==> config.mk <==
export PLATFORM = sky130hd
export DESIGN_NAME = bau_target
export DESIGN_NICKNAME = d
export VERILOG_FILES = /design/src/core/bau_pkg.sv /design/src/core/bau_osc_if.sv /design/src/core/bau_osc_ratio.sv /design/src/core/bau_target.sv
export VERILOG_INCLUDE_DIRS = /design/src /design/src/core
export SDC_FILE = /design/constraint.sdc
export NUM_CORES = 1
export LEC_CHECK = 0
export ABC_CLOCK_PERIOD_IN_PS = 4900
export BUFFER_PORTS_ARGS = -buffer_cell sky130_fd_sc_hd__buf_2
export CAP_MARGIN = 25
export CORE_UTILIZATION = 35
export CTS_BUF_LIST = sky130_fd_sc_hd__clkbuf_4 sky130_fd_sc_hd__clkbuf_8 sky130_fd_sc_hd__clkbuf_16
export DETAILED_ROUTE_END_ITERATION = 10
export PLACE_DENSITY_LB_ADDON = 0.2
export SKIP_CTS_REPAIR_TIMING = 1
export SYNTH_ARGS = -nofsm -noshare
export SYNTH_HDL_FRONTEND = slang
export SYNTH_SLANG_ARGS = --single-unit
==> constraint.sdc <==
create_clock -name core_clk -period 4.9 [get_ports core_clk]
set_input_delay 0.49 -clock core_clk [delete_from_list [all_inputs] [get_ports core_clk]]
set_output_delay 0.49 -clock core_clk [all_outputs]
set_load 0.01 [all_outputs]
==> src/core/bau_params.svh <==
// Constants for the target address unlock and oscillator ratio block.
`ifndef BAU_PARAMS_SVH
`define BAU_PARAMS_SVH

// ==========================================================================
// Register offsets
// ==========================================================================
`define BAU_REG_TARGET_ADDR 8'h09
`define BAU_REG_OSC_RATIO 8'h0a
`define BAU_REG_UNLOCK 8'h0d
`define BAU_REG_SOFT_RESET 8'h0f
`define BAU_REG_OSC_CAL 8'h50

// ==========================================================================
// Key and unlock codes
// ==========================================================================
`define BAU_ADDR_KEY 8'had
`define BAU_UNLOCK_ALWAYS 16'h04ad
`define BAU_UNLOCK_INT 16'h44ad
`define BAU_UNLOCK_AUX 16'h84ad
`define BAU_UNLOCK_BOTH 16'hc4ad

// ==========================================================================
// Reset values and field positions
// ==========================================================================
`define BAU_ADDR_RESET 7'h64
`define BAU_UNLOCK_RESET 16'h0000
`define BAU_CAL_EN_BIT 5
`define BAU_SOFT_RESET_BIT 0
`define BAU_RATIO_W 12

// ==========================================================================
// Serial framing and ratio window
// ==========================================================================
`define BAU_BYTE_BITS 4'h8
`define BAU_BYTE_DEV 2'h0
`define BAU_BYTE_PTR 2'h1
`define BAU_BYTE_HI 2'h2
`define BAU_BYTE_LO 2'h3
`define BAU_SLOW_LAST 1'h1

`endif

==> src/core/bau_pkg.sv <==
// Types for the target address unlock and oscillator ratio block.
package bau_pkg;

   // ==========================================================================
   // Serial target state machine
   // ==========================================================================
   typedef enum logic [2:0] {
      BAU_IDLE = 3'h0,
      BAU_RX = 3'h1,
      BAU_ACK = 3'h2,
      BAU_TX = 3'h3,
      BAU_RACK = 3'h4
   } bau_state_t;

endpackage : bau_pkg

==> src/core/bau_osc_if.sv <==
// Interface between the register logic and the oscillator ratio counter.
`timescale 1ns/1ps
interface bau_osc_if #(parameter int RATIO_W = 12);
   logic cal_enable;
   logic soft_clear;
   logic [RATIO_W-1:0] ratio;

   // ==========================================================================
   // Register side and counter side
   // ==========================================================================
   modport ctl (output cal_enable, output soft_clear, input ratio);
   modport meas (input cal_enable, input soft_clear, output ratio);
endinterface : bau_osc_if

==> src/core/bau_osc_ratio.sv <==
// Counts fast oscillator edges over two slow oscillator periods.
`timescale 1ns/1ps
`include "bau_params.svh"
module bau_osc_ratio #(
   parameter int RATIO_W = `BAU_RATIO_W
) (
   // Clock and reset
   input wire logic core_clk,
   input wire logic rst_n,
   // Oscillator pins
   input wire logic fast_osc_in,
   input wire logic slow_osc_in,
   // Register side
   bau_osc_if.meas osc
);

   // ==========================================================================
   // Input synchronisers
   // ==========================================================================
   logic [1:0] osc_meta;
   logic [1:0] osc_sync;
   logic [1:0] osc_prev;
   logic fast_rise;
   logic slow_rise;
   logic armed;
   logic period_idx;
   logic [RATIO_W-1:0] cycle_cnt;

   // Both oscillators are foreign to core_clk, so each passes two flops first.
   always_ff @(posedge core_clk or negedge rst_n) begin
      if (!rst_n) begin
         osc_meta <= 2'h0;
         osc_sync <= 2'h0;
         osc_prev <= 2'h0;
      end else begin
         osc_meta <= {slow_osc_in, fast_osc_in};
         osc_sync <= osc_meta;
         osc_prev <= osc_sync;
      end
   end

   assign fast_rise = osc_sync[0] & ~osc_prev[0];
   assign slow_rise = osc_sync[1] & ~osc_prev[1];

   // ==========================================================================
   // Measurement window
   // ==========================================================================
   // The first slow edge only opens the window; each later second edge closes
   // it, stores the count and opens the next one at once.
   always_ff @(posedge core_clk or negedge rst_n) begin
      if (!rst_n) begin
         armed <= 1'b0;
         period_idx <= 1'b0;
         cycle_cnt <= '0;
         osc.ratio <= '0;
      end else if (osc.soft_clear) begin
         armed <= 1'b0;
         period_idx <= 1'b0;
         cycle_cnt <= '0;
         osc.ratio <= '0;
      end else if (!osc.cal_enable) begin
         armed <= 1'b0;
         period_idx <= 1'b0;
         cycle_cnt <= '0;
      end else if (slow_rise) begin
         if (!armed) begin
            armed <= 1'b1;
            period_idx <= 1'b0;
            cycle_cnt <= '0;
         end else if (period_idx == `BAU_SLOW_LAST) begin
            osc.ratio <= cycle_cnt;
            period_idx <= 1'b0;
            cycle_cnt <= '0;
         end else begin
            period_idx <= 1'b1;
         end
      end else if (armed && fast_rise && (cycle_cnt != {RATIO_W{1'b1}})) begin
         // Saturate rather than wrap so an over-long slow period reads as full scale.
         cycle_cnt <= cycle_cnt + 1'b1;
      end
   end

endmodule : bau_osc_ratio

==> src/core/bau_target.sv <==
// Serial target port with guarded address change and oscillator ratio readout.
`timescale 1ns/1ps
`include "bau_params.svh"
module bau_target #(
   parameter int RATIO_W = `BAU_RATIO_W
) (
   // Clock and reset
   input wire logic core_clk,
   input wire logic rst_n,
   // Serial bus pins
   input wire logic scl_in,
   input wire logic sda_in,
   output logic sda_out,
   output logic sda_oe,
   // Pin levels that gate the address unlock
   input wire logic int_pin_level,
   input wire logic aux_output_pin,
   // Oscillator pins
   input wire logic fast_osc_in,
   input wire logic slow_osc_in,
   // Device state
   output logic [6:0] target_address,
   output logic fast_osc_cal_enable,
   output logic soft_reset_out
);

   // ==========================================================================
   // Declarations
   // ==========================================================================
   bau_osc_if #(.RATIO_W(RATIO_W)) osc ();

   logic [3:0] pin_meta;
   logic [3:0] pin_sync;
   logic [1:0] bus_prev;
   logic scl_s;
   logic sda_s;
   logic int_s;
   logic aux_s;
   logic scl_rise;
   logic scl_fall;
   logic start_det;
   logic stop_det;

   bau_pkg::bau_state_t state;
   logic [3:0] bit_cnt;
   logic [1:0] byte_cnt;
   logic [7:0] shift;
   logic [7:0] data_hi;
   logic [7:0] pointer;
   logic rw;
   logic [7:0] tx_sr;
   logic [15:0] tx_word;
   logic tx_lo;

   logic [15:0] unlock_code;
   logic soft_rst;
   logic byte_done;
   logic wr_stb;
   logic [15:0] wr_word;
   logic soft_hit;
   logic unlock_ok;
   logic addr_write_ok;
   logic [15:0] rd_word;

   // ==========================================================================
   // Pin synchronisers
   // ==========================================================================
   // Every pin is foreign to core_clk; the first stage feeds only the second.
   always_ff @(posedge core_clk or negedge rst_n) begin
      if (!rst_n) begin
         pin_meta <= 4'hf;
         pin_sync <= 4'hf;
      end else begin
         pin_meta <= {aux_output_pin, int_pin_level, sda_in, scl_in};
         pin_sync <= pin_meta;
      end
   end

   // Previous bus levels for edge and condition detection.
   always_ff @(posedge core_clk or negedge rst_n) begin
      if (!rst_n) begin
         bus_prev <= 2'h3;
      end else begin
         bus_prev <= pin_sync[1:0];
      end
   end

   assign scl_s = pin_sync[0];
   assign sda_s = pin_sync[1];
   assign int_s = pin_sync[2];
   assign aux_s = pin_sync[3];
   assign scl_rise = scl_s & ~bus_prev[0];
   assign scl_fall = ~scl_s & bus_prev[0];
   assign start_det = scl_s & bus_prev[0] & bus_prev[1] & ~sda_s;
   assign stop_det = scl_s & bus_prev[0] & ~bus_prev[1] & sda_s;

   // ==========================================================================
   // Write decode
   // ==========================================================================
   // A register write completes when the low data byte has been shifted in.
   assign byte_done = (state == bau_pkg::BAU_RX) && scl_fall && (bit_cnt == `BAU_BYTE_BITS);
   assign wr_stb = byte_done && (byte_cnt == `BAU_BYTE_LO);
   assign wr_word = {data_hi, shift};
   assign soft_hit = wr_stb && (pointer == `BAU_REG_SOFT_RESET)
                     && wr_word[`BAU_SOFT_RESET_BIT];

   // Unlock permission from the loaded code and the pin levels.
   always_comb begin
      unique case (unlock_code)
         `BAU_UNLOCK_ALWAYS: unlock_ok = 1'b1;
         `BAU_UNLOCK_INT: unlock_ok = int_s;
         `BAU_UNLOCK_AUX: unlock_ok = aux_s;
         `BAU_UNLOCK_BOTH: unlock_ok = int_s & aux_s;
         default: unlock_ok = 1'b0;
      endcase
   end

   // The key byte must match as well as the unlock condition.
   assign addr_write_ok = wr_stb && (pointer == `BAU_REG_TARGET_ADDR)
                          && (data_hi == `BAU_ADDR_KEY) && unlock_ok;

   // ==========================================================================
   // Read mux
   // ==========================================================================
   // Reserved and write-only fields read as zero; unmapped offsets read zero.
   always_comb begin
      rd_word = 16'h0000;
      unique case (pointer)
         `BAU_REG_TARGET_ADDR: rd_word = {8'h00, target_address, 1'b0};
         `BAU_REG_OSC_RATIO: rd_word = {{(16 - RATIO_W){1'b0}}, osc.ratio};
         `BAU_REG_UNLOCK: rd_word = unlock_code;
         `BAU_REG_OSC_CAL: rd_word[`BAU_CAL_EN_BIT] = fast_osc_cal_enable;
         default: rd_word = 16'h0000;
      endcase
   end

   // ==========================================================================
   // Soft reset
   // ==========================================================================
   // The pulse lasts one cycle, resets address, unlock code, cal enable and ratio and idles the bus state machine, so the bit self-clears.
   always_ff @(posedge core_clk or negedge rst_n) begin
      if (!rst_n) begin
         soft_rst <= 1'b0;
      end else begin
         soft_rst <= soft_hit;
      end
   end

   assign soft_reset_out = soft_rst;
   assign osc.soft_clear = soft_rst;
   assign osc.cal_enable = fast_osc_cal_enable;

   // ==========================================================================
   // Registers
   // ==========================================================================
   // Target address only moves on a keyed, unlocked write or a soft reset.
   always_ff @(posedge core_clk or negedge rst_n) begin
      if (!rst_n) begin
         target_address <= `BAU_ADDR_RESET;
      end else if (soft_rst) begin
         target_address <= `BAU_ADDR_RESET;
      end else if (addr_write_ok) begin
         target_address <= wr_word[7:1];
      end
   end

   // Unlock code and calibration enable are plain read/write storage.
   always_ff @(posedge core_clk or negedge rst_n) begin
      if (!rst_n) begin
         unlock_code <= `BAU_UNLOCK_RESET;
         fast_osc_cal_enable <= 1'b0;
      end else if (soft_rst) begin
         unlock_code <= `BAU_UNLOCK_RESET;
         fast_osc_cal_enable <= 1'b0;
      end else if (wr_stb) begin
         if (pointer == `BAU_REG_UNLOCK) begin
            unlock_code <= wr_word;
         end
         if (pointer == `BAU_REG_OSC_CAL) begin
            fast_osc_cal_enable <= wr_word[`BAU_CAL_EN_BIT];
         end
      end
   end

   // ==========================================================================
   // Serial target state machine
   // ==========================================================================
   // The line is open drain: data is always low, only the enable moves.
   always_ff @(posedge core_clk or negedge rst_n) begin
      if (!rst_n) begin
         sda_out <= 1'b0;
      end else begin
         sda_out <= 1'b0;
      end
   end

   // Bits are sampled on clock rise and driven on clock fall, so the line is
   // stable while the host clock is high.
   always_ff @(posedge core_clk or negedge rst_n) begin
      if (!rst_n) begin
         state <= bau_pkg::BAU_IDLE;
         bit_cnt <= 4'h0;
         byte_cnt <= `BAU_BYTE_DEV;
         shift <= 8'h00;
         data_hi <= 8'h00;
         pointer <= 8'h00;
         rw <= 1'b0;
         tx_sr <= 8'h00;
         tx_word <= 16'h0000;
         tx_lo <= 1'b0;
         sda_oe <= 1'b0;
      end else if (soft_rst || stop_det) begin
         state <= bau_pkg::BAU_IDLE;
         sda_oe <= 1'b0;
      end else if (start_det) begin
         state <= bau_pkg::BAU_RX;
         bit_cnt <= 4'h0;
         byte_cnt <= `BAU_BYTE_DEV;
         sda_oe <= 1'b0;
      end else begin
         unique case (state)
            bau_pkg::BAU_IDLE: begin
               sda_oe <= 1'b0;
            end
            bau_pkg::BAU_RX: begin
               if (scl_rise) begin
                  shift <= {shift[6:0], sda_s};
                  bit_cnt <= bit_cnt + 4'h1;
               end else if (byte_done) begin
                  bit_cnt <= 4'h0;
                  if ((byte_cnt == `BAU_BYTE_DEV) && (shift[7:1] != target_address)) begin
                     state <= bau_pkg::BAU_IDLE;
                  end else if (soft_hit) begin
                     state <= bau_pkg::BAU_IDLE;
                  end else begin
                     state <= bau_pkg::BAU_ACK;
                     sda_oe <= 1'b1;
                     unique case (byte_cnt)
                        `BAU_BYTE_DEV: rw <= shift[0];
                        `BAU_BYTE_PTR: pointer <= shift;
                        `BAU_BYTE_HI: data_hi <= shift;
                        `BAU_BYTE_LO: pointer <= pointer + 8'h01;
                     endcase
                     // Further word pairs after a write keep auto-incrementing.
                     byte_cnt <= (byte_cnt == `BAU_BYTE_LO) ? `BAU_BYTE_HI
                                 : byte_cnt + 2'h1;
                  end
               end
            end
            bau_pkg::BAU_ACK: begin
               if (scl_fall) begin
                  if (rw) begin
                     state <= bau_pkg::BAU_TX;
                     tx_word <= rd_word;
                     tx_sr <= rd_word[15:8];
                     tx_lo <= 1'b0;
                     sda_oe <= ~rd_word[15];
                  end else begin
                     state <= bau_pkg::BAU_RX;
                     sda_oe <= 1'b0;
                  end
               end
            end
            bau_pkg::BAU_TX: begin
               if (scl_rise) begin
                  bit_cnt <= bit_cnt + 4'h1;
               end else if (scl_fall) begin
                  if (bit_cnt == `BAU_BYTE_BITS) begin
                     state <= bau_pkg::BAU_RACK;
                     bit_cnt <= 4'h0;
                     sda_oe <= 1'b0;
                     if (tx_lo) begin
                        pointer <= pointer + 8'h01;
                     end
                  end else begin
                     tx_sr <= {tx_sr[6:0], 1'b0};
                     sda_oe <= ~tx_sr[6];
                  end
               end
            end
            bau_pkg::BAU_RACK: begin
               // A host that answers with a high level ends the read.
               if (scl_rise && sda_s) begin
                  state <= bau_pkg::BAU_IDLE;
               end else if (scl_fall) begin
                  state <= bau_pkg::BAU_TX;
                  if (tx_lo) begin
                     tx_word <= rd_word;
                     tx_sr <= rd_word[15:8];
                     sda_oe <= ~rd_word[15];
                  end else begin
                     tx_sr <= tx_word[7:0];
                     sda_oe <= ~tx_word[7];
                  end
                  tx_lo <= ~tx_lo;
               end
            end
            default: begin
               state <= bau_pkg::BAU_IDLE;
            end
         endcase
      end
   end

   // ==========================================================================
   // Oscillator ratio counter
   // ==========================================================================
   bau_osc_ratio #(
      .RATIO_W(RATIO_W)
   ) u_osc_ratio (
      .core_clk(core_clk),
      .rst_n(rst_n),
      .fast_osc_in(fast_osc_in),
      .slow_osc_in(slow_osc_in),
      .osc(osc.meas)
   );

endmodule : bau_target

==> Word level (Yosys, flattened, before mapping) <==
Index checks and enable logic that the tools add are counted.
{ "word_totals": {"reg_bits": 118, "inputBits": 8, "out_inout_bits": 11, "word_cells": 259} }
{ "op_classes": {"addsub": 4, "eq_ne": 56, "muxes": 104, "n_bitwise": 25, "reduce_logical": 45} }
{ "op_table": {"columns": ["cell", "n"], "rows": [
  ["12-bit two-way mux", 11],
  ["8-bit two-way mux", 13],
  ["7-bit two-way mux", 10],
  ["16-bit two-way mux", 3],
  ["8-bit one-hot mux with 2 select lines", 3],
  ["4-bit inequality test, second input constant", 10],
  ["16-bit == test, second input constant", 2],
  ["8-bit by 4-bit == test with 1-bit output, second input constant", 4],
  ["2-bit inequality test, second input constant", 16],
  ["8-bit AND reduction", 4],
  ["3-bit two-way mux", 10],
  ["10-bit one-hot mux with 3 select lines", 1],
  ["1-bit two-way mux", 29],
  ["4-bit two-way mux", 6],
  ["2-bit nonzero test", 12],
  ["7-bit one-hot mux with 3 select lines", 1],
  ["2-bit two-way mux", 10],
  ["10-bit AND reduction", 2],
  ["16-bit by 11-bit == test with 1-bit output, second input constant", 1],
  ["16-bit by 15-bit == test with 1-bit output, second input constant", 1],
  ["1-bit NOT", 15],
  ["3-bit one-hot mux with 5 select lines", 1],
  ["5-bit one-hot mux with 3 select lines", 1],
  ["12-bit by 1-bit adder with 12-bit output, second input constant", 1],
  ["36 further kinds", 67]
]} }

==> Depth between registers and ports, before layout <==
{ "logic_depth": {"depth_word": 14, "depth_mapped": 10, "mapped_depth_nobuf": 7} }

==> Modules after synthesis <==
Synthesis repeated with hierarchy kept, for this count alone.
{ "hier_totals": {"cells_unflattened": 581, "area_unflattened_um2": 6043.3} }
{ "by_module_without_submodules": {"columns": ["module", "instances", "cells_per_inst", "area_per_inst_um2", "seq_area_each_um2"], "rows": [
  ["bau_target", 1, 434, 4516.8, 2168.3],
  ["bau_osc_ratio", 1, 147, 1526.5, 800.8]
]} }

==> Worst setup path before layout <==
Ideal clock, no wire load.
{ "synth_timing": {"path_kind": "register to register", "from": "register bus_prev[0]", "to": "register unlock_code[6]", "setup_time_ns": 0.078, "arrival_time_ns": 2.017, "t_required_ns": 4.822, "slack_ns": 2.805, "path_stages_with_launch": 10, "path_buffers": 3, "period_less_slack_ns": 2.095, "path_cell_list": "dfstp_2 ha_1 buf_2 nor3b_1 nand3_1 buf_2 nor2_2 buf_2 nand2_1 a21oi_1"} }
{ "synth_via": {"elab_chain_cells": 6} }
{ "synth_lines": {"columns": ["element", "line_no", "source"], "rows": [
  ["start, declared", "bau_target.sv:34", "logic [1:0] bus_prev;"],
  ["start signal, assigned", "bau_target.sv:84", "bus_prev <= pin_sync[1:0];"],
  ["1-bit AND", "bau_target.sv:93", "assign scl_fall = ~scl_s & bus_prev[0];"],
  ["1-bit logical AND (2 in series)", "bau_target.sv:101", "assign byte_done = (state == bau_pkg::BAU_RX) && scl_fall && (bit_cnt == `BAU_BYTE_BITS);"],
  ["1-bit logical AND", "bau_target.sv:102", "assign wr_stb = byte_done && (byte_cnt == `BAU_BYTE_LO);"],
  ["2-bit nonzero test (no source line)", null, null],
  ["2-bit AND reduction (no source line)", null, null],
  ["end signal, assigned", "bau_target.sv:170", "unlock_code <= `BAU_UNLOCK_RESET;"],
  ["end signal, assigned", "bau_target.sv:173", "unlock_code <= `BAU_UNLOCK_RESET;"],
  ["end signal, assigned", "bau_target.sv:177", "unlock_code <= wr_word;"],
  ["end, declared", "bau_target.sv:55", "logic [15:0] unlock_code;"]
]} }
Every way passes these cells.
A chain may end at the register's enable or synchronous reset.

==> Final worst setup path <==
{ "layout_timing": {"from": "register bus_prev[0]", "to": "register pointer[1]"} }
{ "layout_via": {"elab_chain_cells": 8, "word_cells_on_any_way": 22, "classes_between": "5 x eq/ne; 10 x bitwise; 7 x reduce/logical"} }
{ "layout_lines": {"columns": ["element", "line_no", "source"], "rows": [
  ["1-bit AND", "bau_target.sv:93", null],
  ["1-bit logical AND (2 in series)", "bau_target.sv:101", null],
  ["1-bit logical AND", "bau_target.sv:102", null],
  ["1-bit logical AND (2 in series)", "bau_target.sv:104", "assign soft_hit = wr_stb && (pointer == `BAU_REG_SOFT_RESET)"],
  ["2-bit inequality test (no source line)", null, null],
  ["12-bit AND reduction (no source line) (*)", null, null],
  ["end signal, assigned", "bau_target.sv:240", "`BAU_BYTE_PTR: pointer <= shift;"],
  ["end signal, assigned", "bau_target.sv:242", "`BAU_BYTE_LO: pointer <= pointer + 8'h01;"],
  ["end signal, assigned", "bau_target.sv:273", "pointer <= pointer + 8'h01;"],
  ["end, declared", "bau_target.sv:49", "logic [7:0] pointer;"]
]} }
Every way passes the cells marked *; elsewhere a longest branch is shown, timed or not.

==> impl_metrics.json <==
{
  "multiInputGateArea_sq_um": 2930,
  "startpoint_type": "flop",
  "setup-violations-final": 0,
  "maxClockFrequency_mhz": 346,
  "drv_cap": 0,
  "postSynthAreaPerCell_sq_um": 9.90,
  "r2r_slack_ps": 2010,
  "p_sw_mw": 0.558,
  "synth_ff_type": "dfrtp_1",
  "finalCriticalPeriod_ps": 2890,
  "drive_gt1_frac": 0.166,
  "p_seq_frac": 0.436,
  "ff_latch_area_sq_um": 2970,
  "finalPower_mw": 2.34,
  "ys_warn_count": 0,
  "first_global_vias": 4515,
  "vias": 4796,
  "wl_met1_mm": 7.29,
  "cp.arrival_ps": 3180,
  "power_frac_clock": 0.528,
  "postRouteAntennaNets": 0,
  "ys_seq_elements": 118,
  "skew_ps": 6.77,
  "die-area_sq_um": 18100,
  "drv_slew": 0,
  "syn2layout_area_growth_pct": 13.9,
  "p_comb_frac": 0.036,
  "clock_sinks": 118,
  "status": "complete, no violations",
  "syn_area_sq_um": 6140,
  "holdPathStages": 1,
  "clk_pin_slew_ps": 60,
  "intPower_mw": 1.79,
  "final_core_util": 0.406,
  "fin_nets": 643,
  "async_flop_share": 1.00,
  "insertion_delay_ps": 420,
  "tightestPinTransition_ps": 979,
  "cellPowerDensity_nw_per_um2": 335,
  "grt_start_max_net_pins": 74,
  "overflow": 0,
  "wl_met2_mm": 6.96,
  "mostFrequentLayoutCells": "dfrtp_1, nand2_1, nor2_1",
  "drt-total-wl_mm": 15.2,
  "fin_crit_sh": 0.590,
  "finalHoldViolations": 0,
  "slew_headroom": 0.345,
  "syn-num-nets": 638,
  "grt.total_usage": 0.180,
  "rows": 48,
  "cts.path.max_buffers": 2,
  "synthCells": 620,
  "cts_made_buffers": 17,
  "synth_edf_count": 0,
  "grt_pass1_wl_mm": 24.7,
  "r2r_cells": 6,
  "ys_seq_area_frac": 0.484,
  "drt-wirelength-per-cell_um": 17.6,
  "holdCritPathClass": "in2reg",
  "core_sq_um": 17200,
  "drc": 0,
  "antenna_found_initial": 0,
  "start_util": 0.356,
  "port_buffers": 17,
  "critPathKind": "reg2reg",
  "final_cells": 863,
  "antenna_cells": 0,
  "wl_met3_um": 767,
  "switching_share": 0.238,
  "endpoint_kind": "flop",
  "top_layer": "met4",
  "post_drt_via_cell_ratio": 5.56,
  "final_common_cell": "dfrtp_1",
  "ios": 19,
  "fin_setup_tns_ps": 0,
  "ctsRootBufferMaster": "clkbuf_16",
  "die_w_um": 134,
  "yosysUniqueCellTypes": 75,
  "dr.pass1.iters": 5,
  "cts_tree": "built",
  "rsz0062_at_grt": "false",
  "place_inst": 829,
  "gp_congestion": 0.810,
  "drt_iter0_drc": 369,
  "p_leak_nw": 2.98,
  "crit_required_ps": 5190,
  "htreeDepth": 4,
  "dpl.hpwl_mm": 10.5,
  "worst_ir_drop_vdd_uv": 262,
  "nFillCells": 1680,
  "die_h_um": 134,
  "crit_path_max_fanout": 11
}
==> sequential cells by signal, indices dropped and copies added, names as in the netlist, 8 cells and up <==
| name | count |
|---|---|
| unlock_code | 16 |
| u_osc_ratio.cycle_cnt | 12 |
| u_osc_ratio.osc.ratio | 12 |
| data_hi | 8 |
| pointer | 8 |
| shift | 8 |
| tx_word | 8 |
==> critical path, cell delays in order (launching register included) <==
cell	delay [ps]
dfstp_2	550
ha_1	340
nor3b_1	420
nand3_1	490
o21ai_2	540
a21oi_1	230
mux2i_1	190
==> layer usage <==
layer	GRT usage	up-vias
met3	0.0351	16
met2	0.269	158
li1	-	2257
met5	0	-
met1	0.256	2365
met4	0.0680	0
==> stage by stage <==
step,hold slack [ps],cell area [sq um],setup slack (ps)
after floorplan,194,6140,2800
after global placement,337,6360,2200
after detailed placement,338,6360,2070
after CTS,153,6960,2060
after global routing,155,6990,1690
final,168,6990,2010
==> cell families after synthesis <==
family	share of synthesized area
xor+xnor	0.0257
simple gates	0.196
fa+ha+maj	0.0204
mux	0.0705
other cells	0.000611
buf+inv	0.0389
compound gates	0.164
flops	0.484
==> cell usage after synthesis, types with 3 or more instances <==
master	instances	area, sq um
a21o_1	6	45.0
ha_1	10	125
o21ai_1	6	30.0
mux2_2	17	191
and3b_1	3	26.3
dfstp_2	13	342
a2bb2oi_1	5	43.8
a21oi_1	45	225
o21a_1	8	60.1
o22ai_1	4	25.0
dfrtp_1	105	2630
o21ai_0	7	35.0
inv_1	17	63.8
nand4_1	10	62.6
xor2_1	17	149
nor3b_1	4	30.0
o211ai_1	7	52.6
nor4_1	5	31.3
and2_1	3	18.8
nand3b_1	3	22.5
buf_2	17	85.1
nor2_1	61	229
and3_1	6	37.5
o31ai_1	4	30.0
o41ai_1	3	26.3
a22oi_1	12	90.1
mux2i_1	23	230
clkbuf_1	17	63.8
nor3_1	9	45.0
nand2_1	64	240
a31oi_1	8	50.1
nor2b_1	7	43.8
nand3_1	27	135
a211o_1	3	26.3
a211oi_1	10	75.1
==> area by class of cell <==
type                    count  share of cell area
multi-input cells         448               0.419
clock buffers              17              0.0608
clock inverters            15              0.0240
repair buffers             23              0.0222
inverters                  17             0.00913
well taps                 225              0.0403
flip-flops and latches    118               0.425
==> power by group through the flow <==
stage | sequential [mW] | clock [mW] | combinational [mW]
2_1_floorplan | 1.02 | 0 | 0.0565
3_3_place_gp | 1.04 | 0 | 0.0800
3_5_place_dp | 1.04 | 0 | 0.0820
4_1_cts | 1.02 | 1.26 | 0.0823
5_1_grt | 1.02 | 1.30 | 0.0969
6_report | 1.02 | 1.24 | 0.0842
==> path summary, 6_finish.rpt <==
kind	startpoint	to
max reg2reg	bus_prev[0]$_DFF_PN1_	pointer[1]$_DFFE_PN0P_
max in group asynchronous	rst_n	shift[4]$_DFFE_PN0P_
min reg2reg	u_osc_ratio.osc_meta[0]$_DFF_PN0_	u_osc_ratio.osc_sync[0]$_DFF_PN0_
min in group asynchronous	rst_n	u_osc_ratio.cycle_cnt[3]$_DFFE_PN0P_
min	sda_in	pin_meta[1]$_DFF_PN1_
max	bus_prev[0]$_DFF_PN1_	pointer[1]$_DFFE_PN0P_
Note: power is estimated with default switching activity, not from simulation.
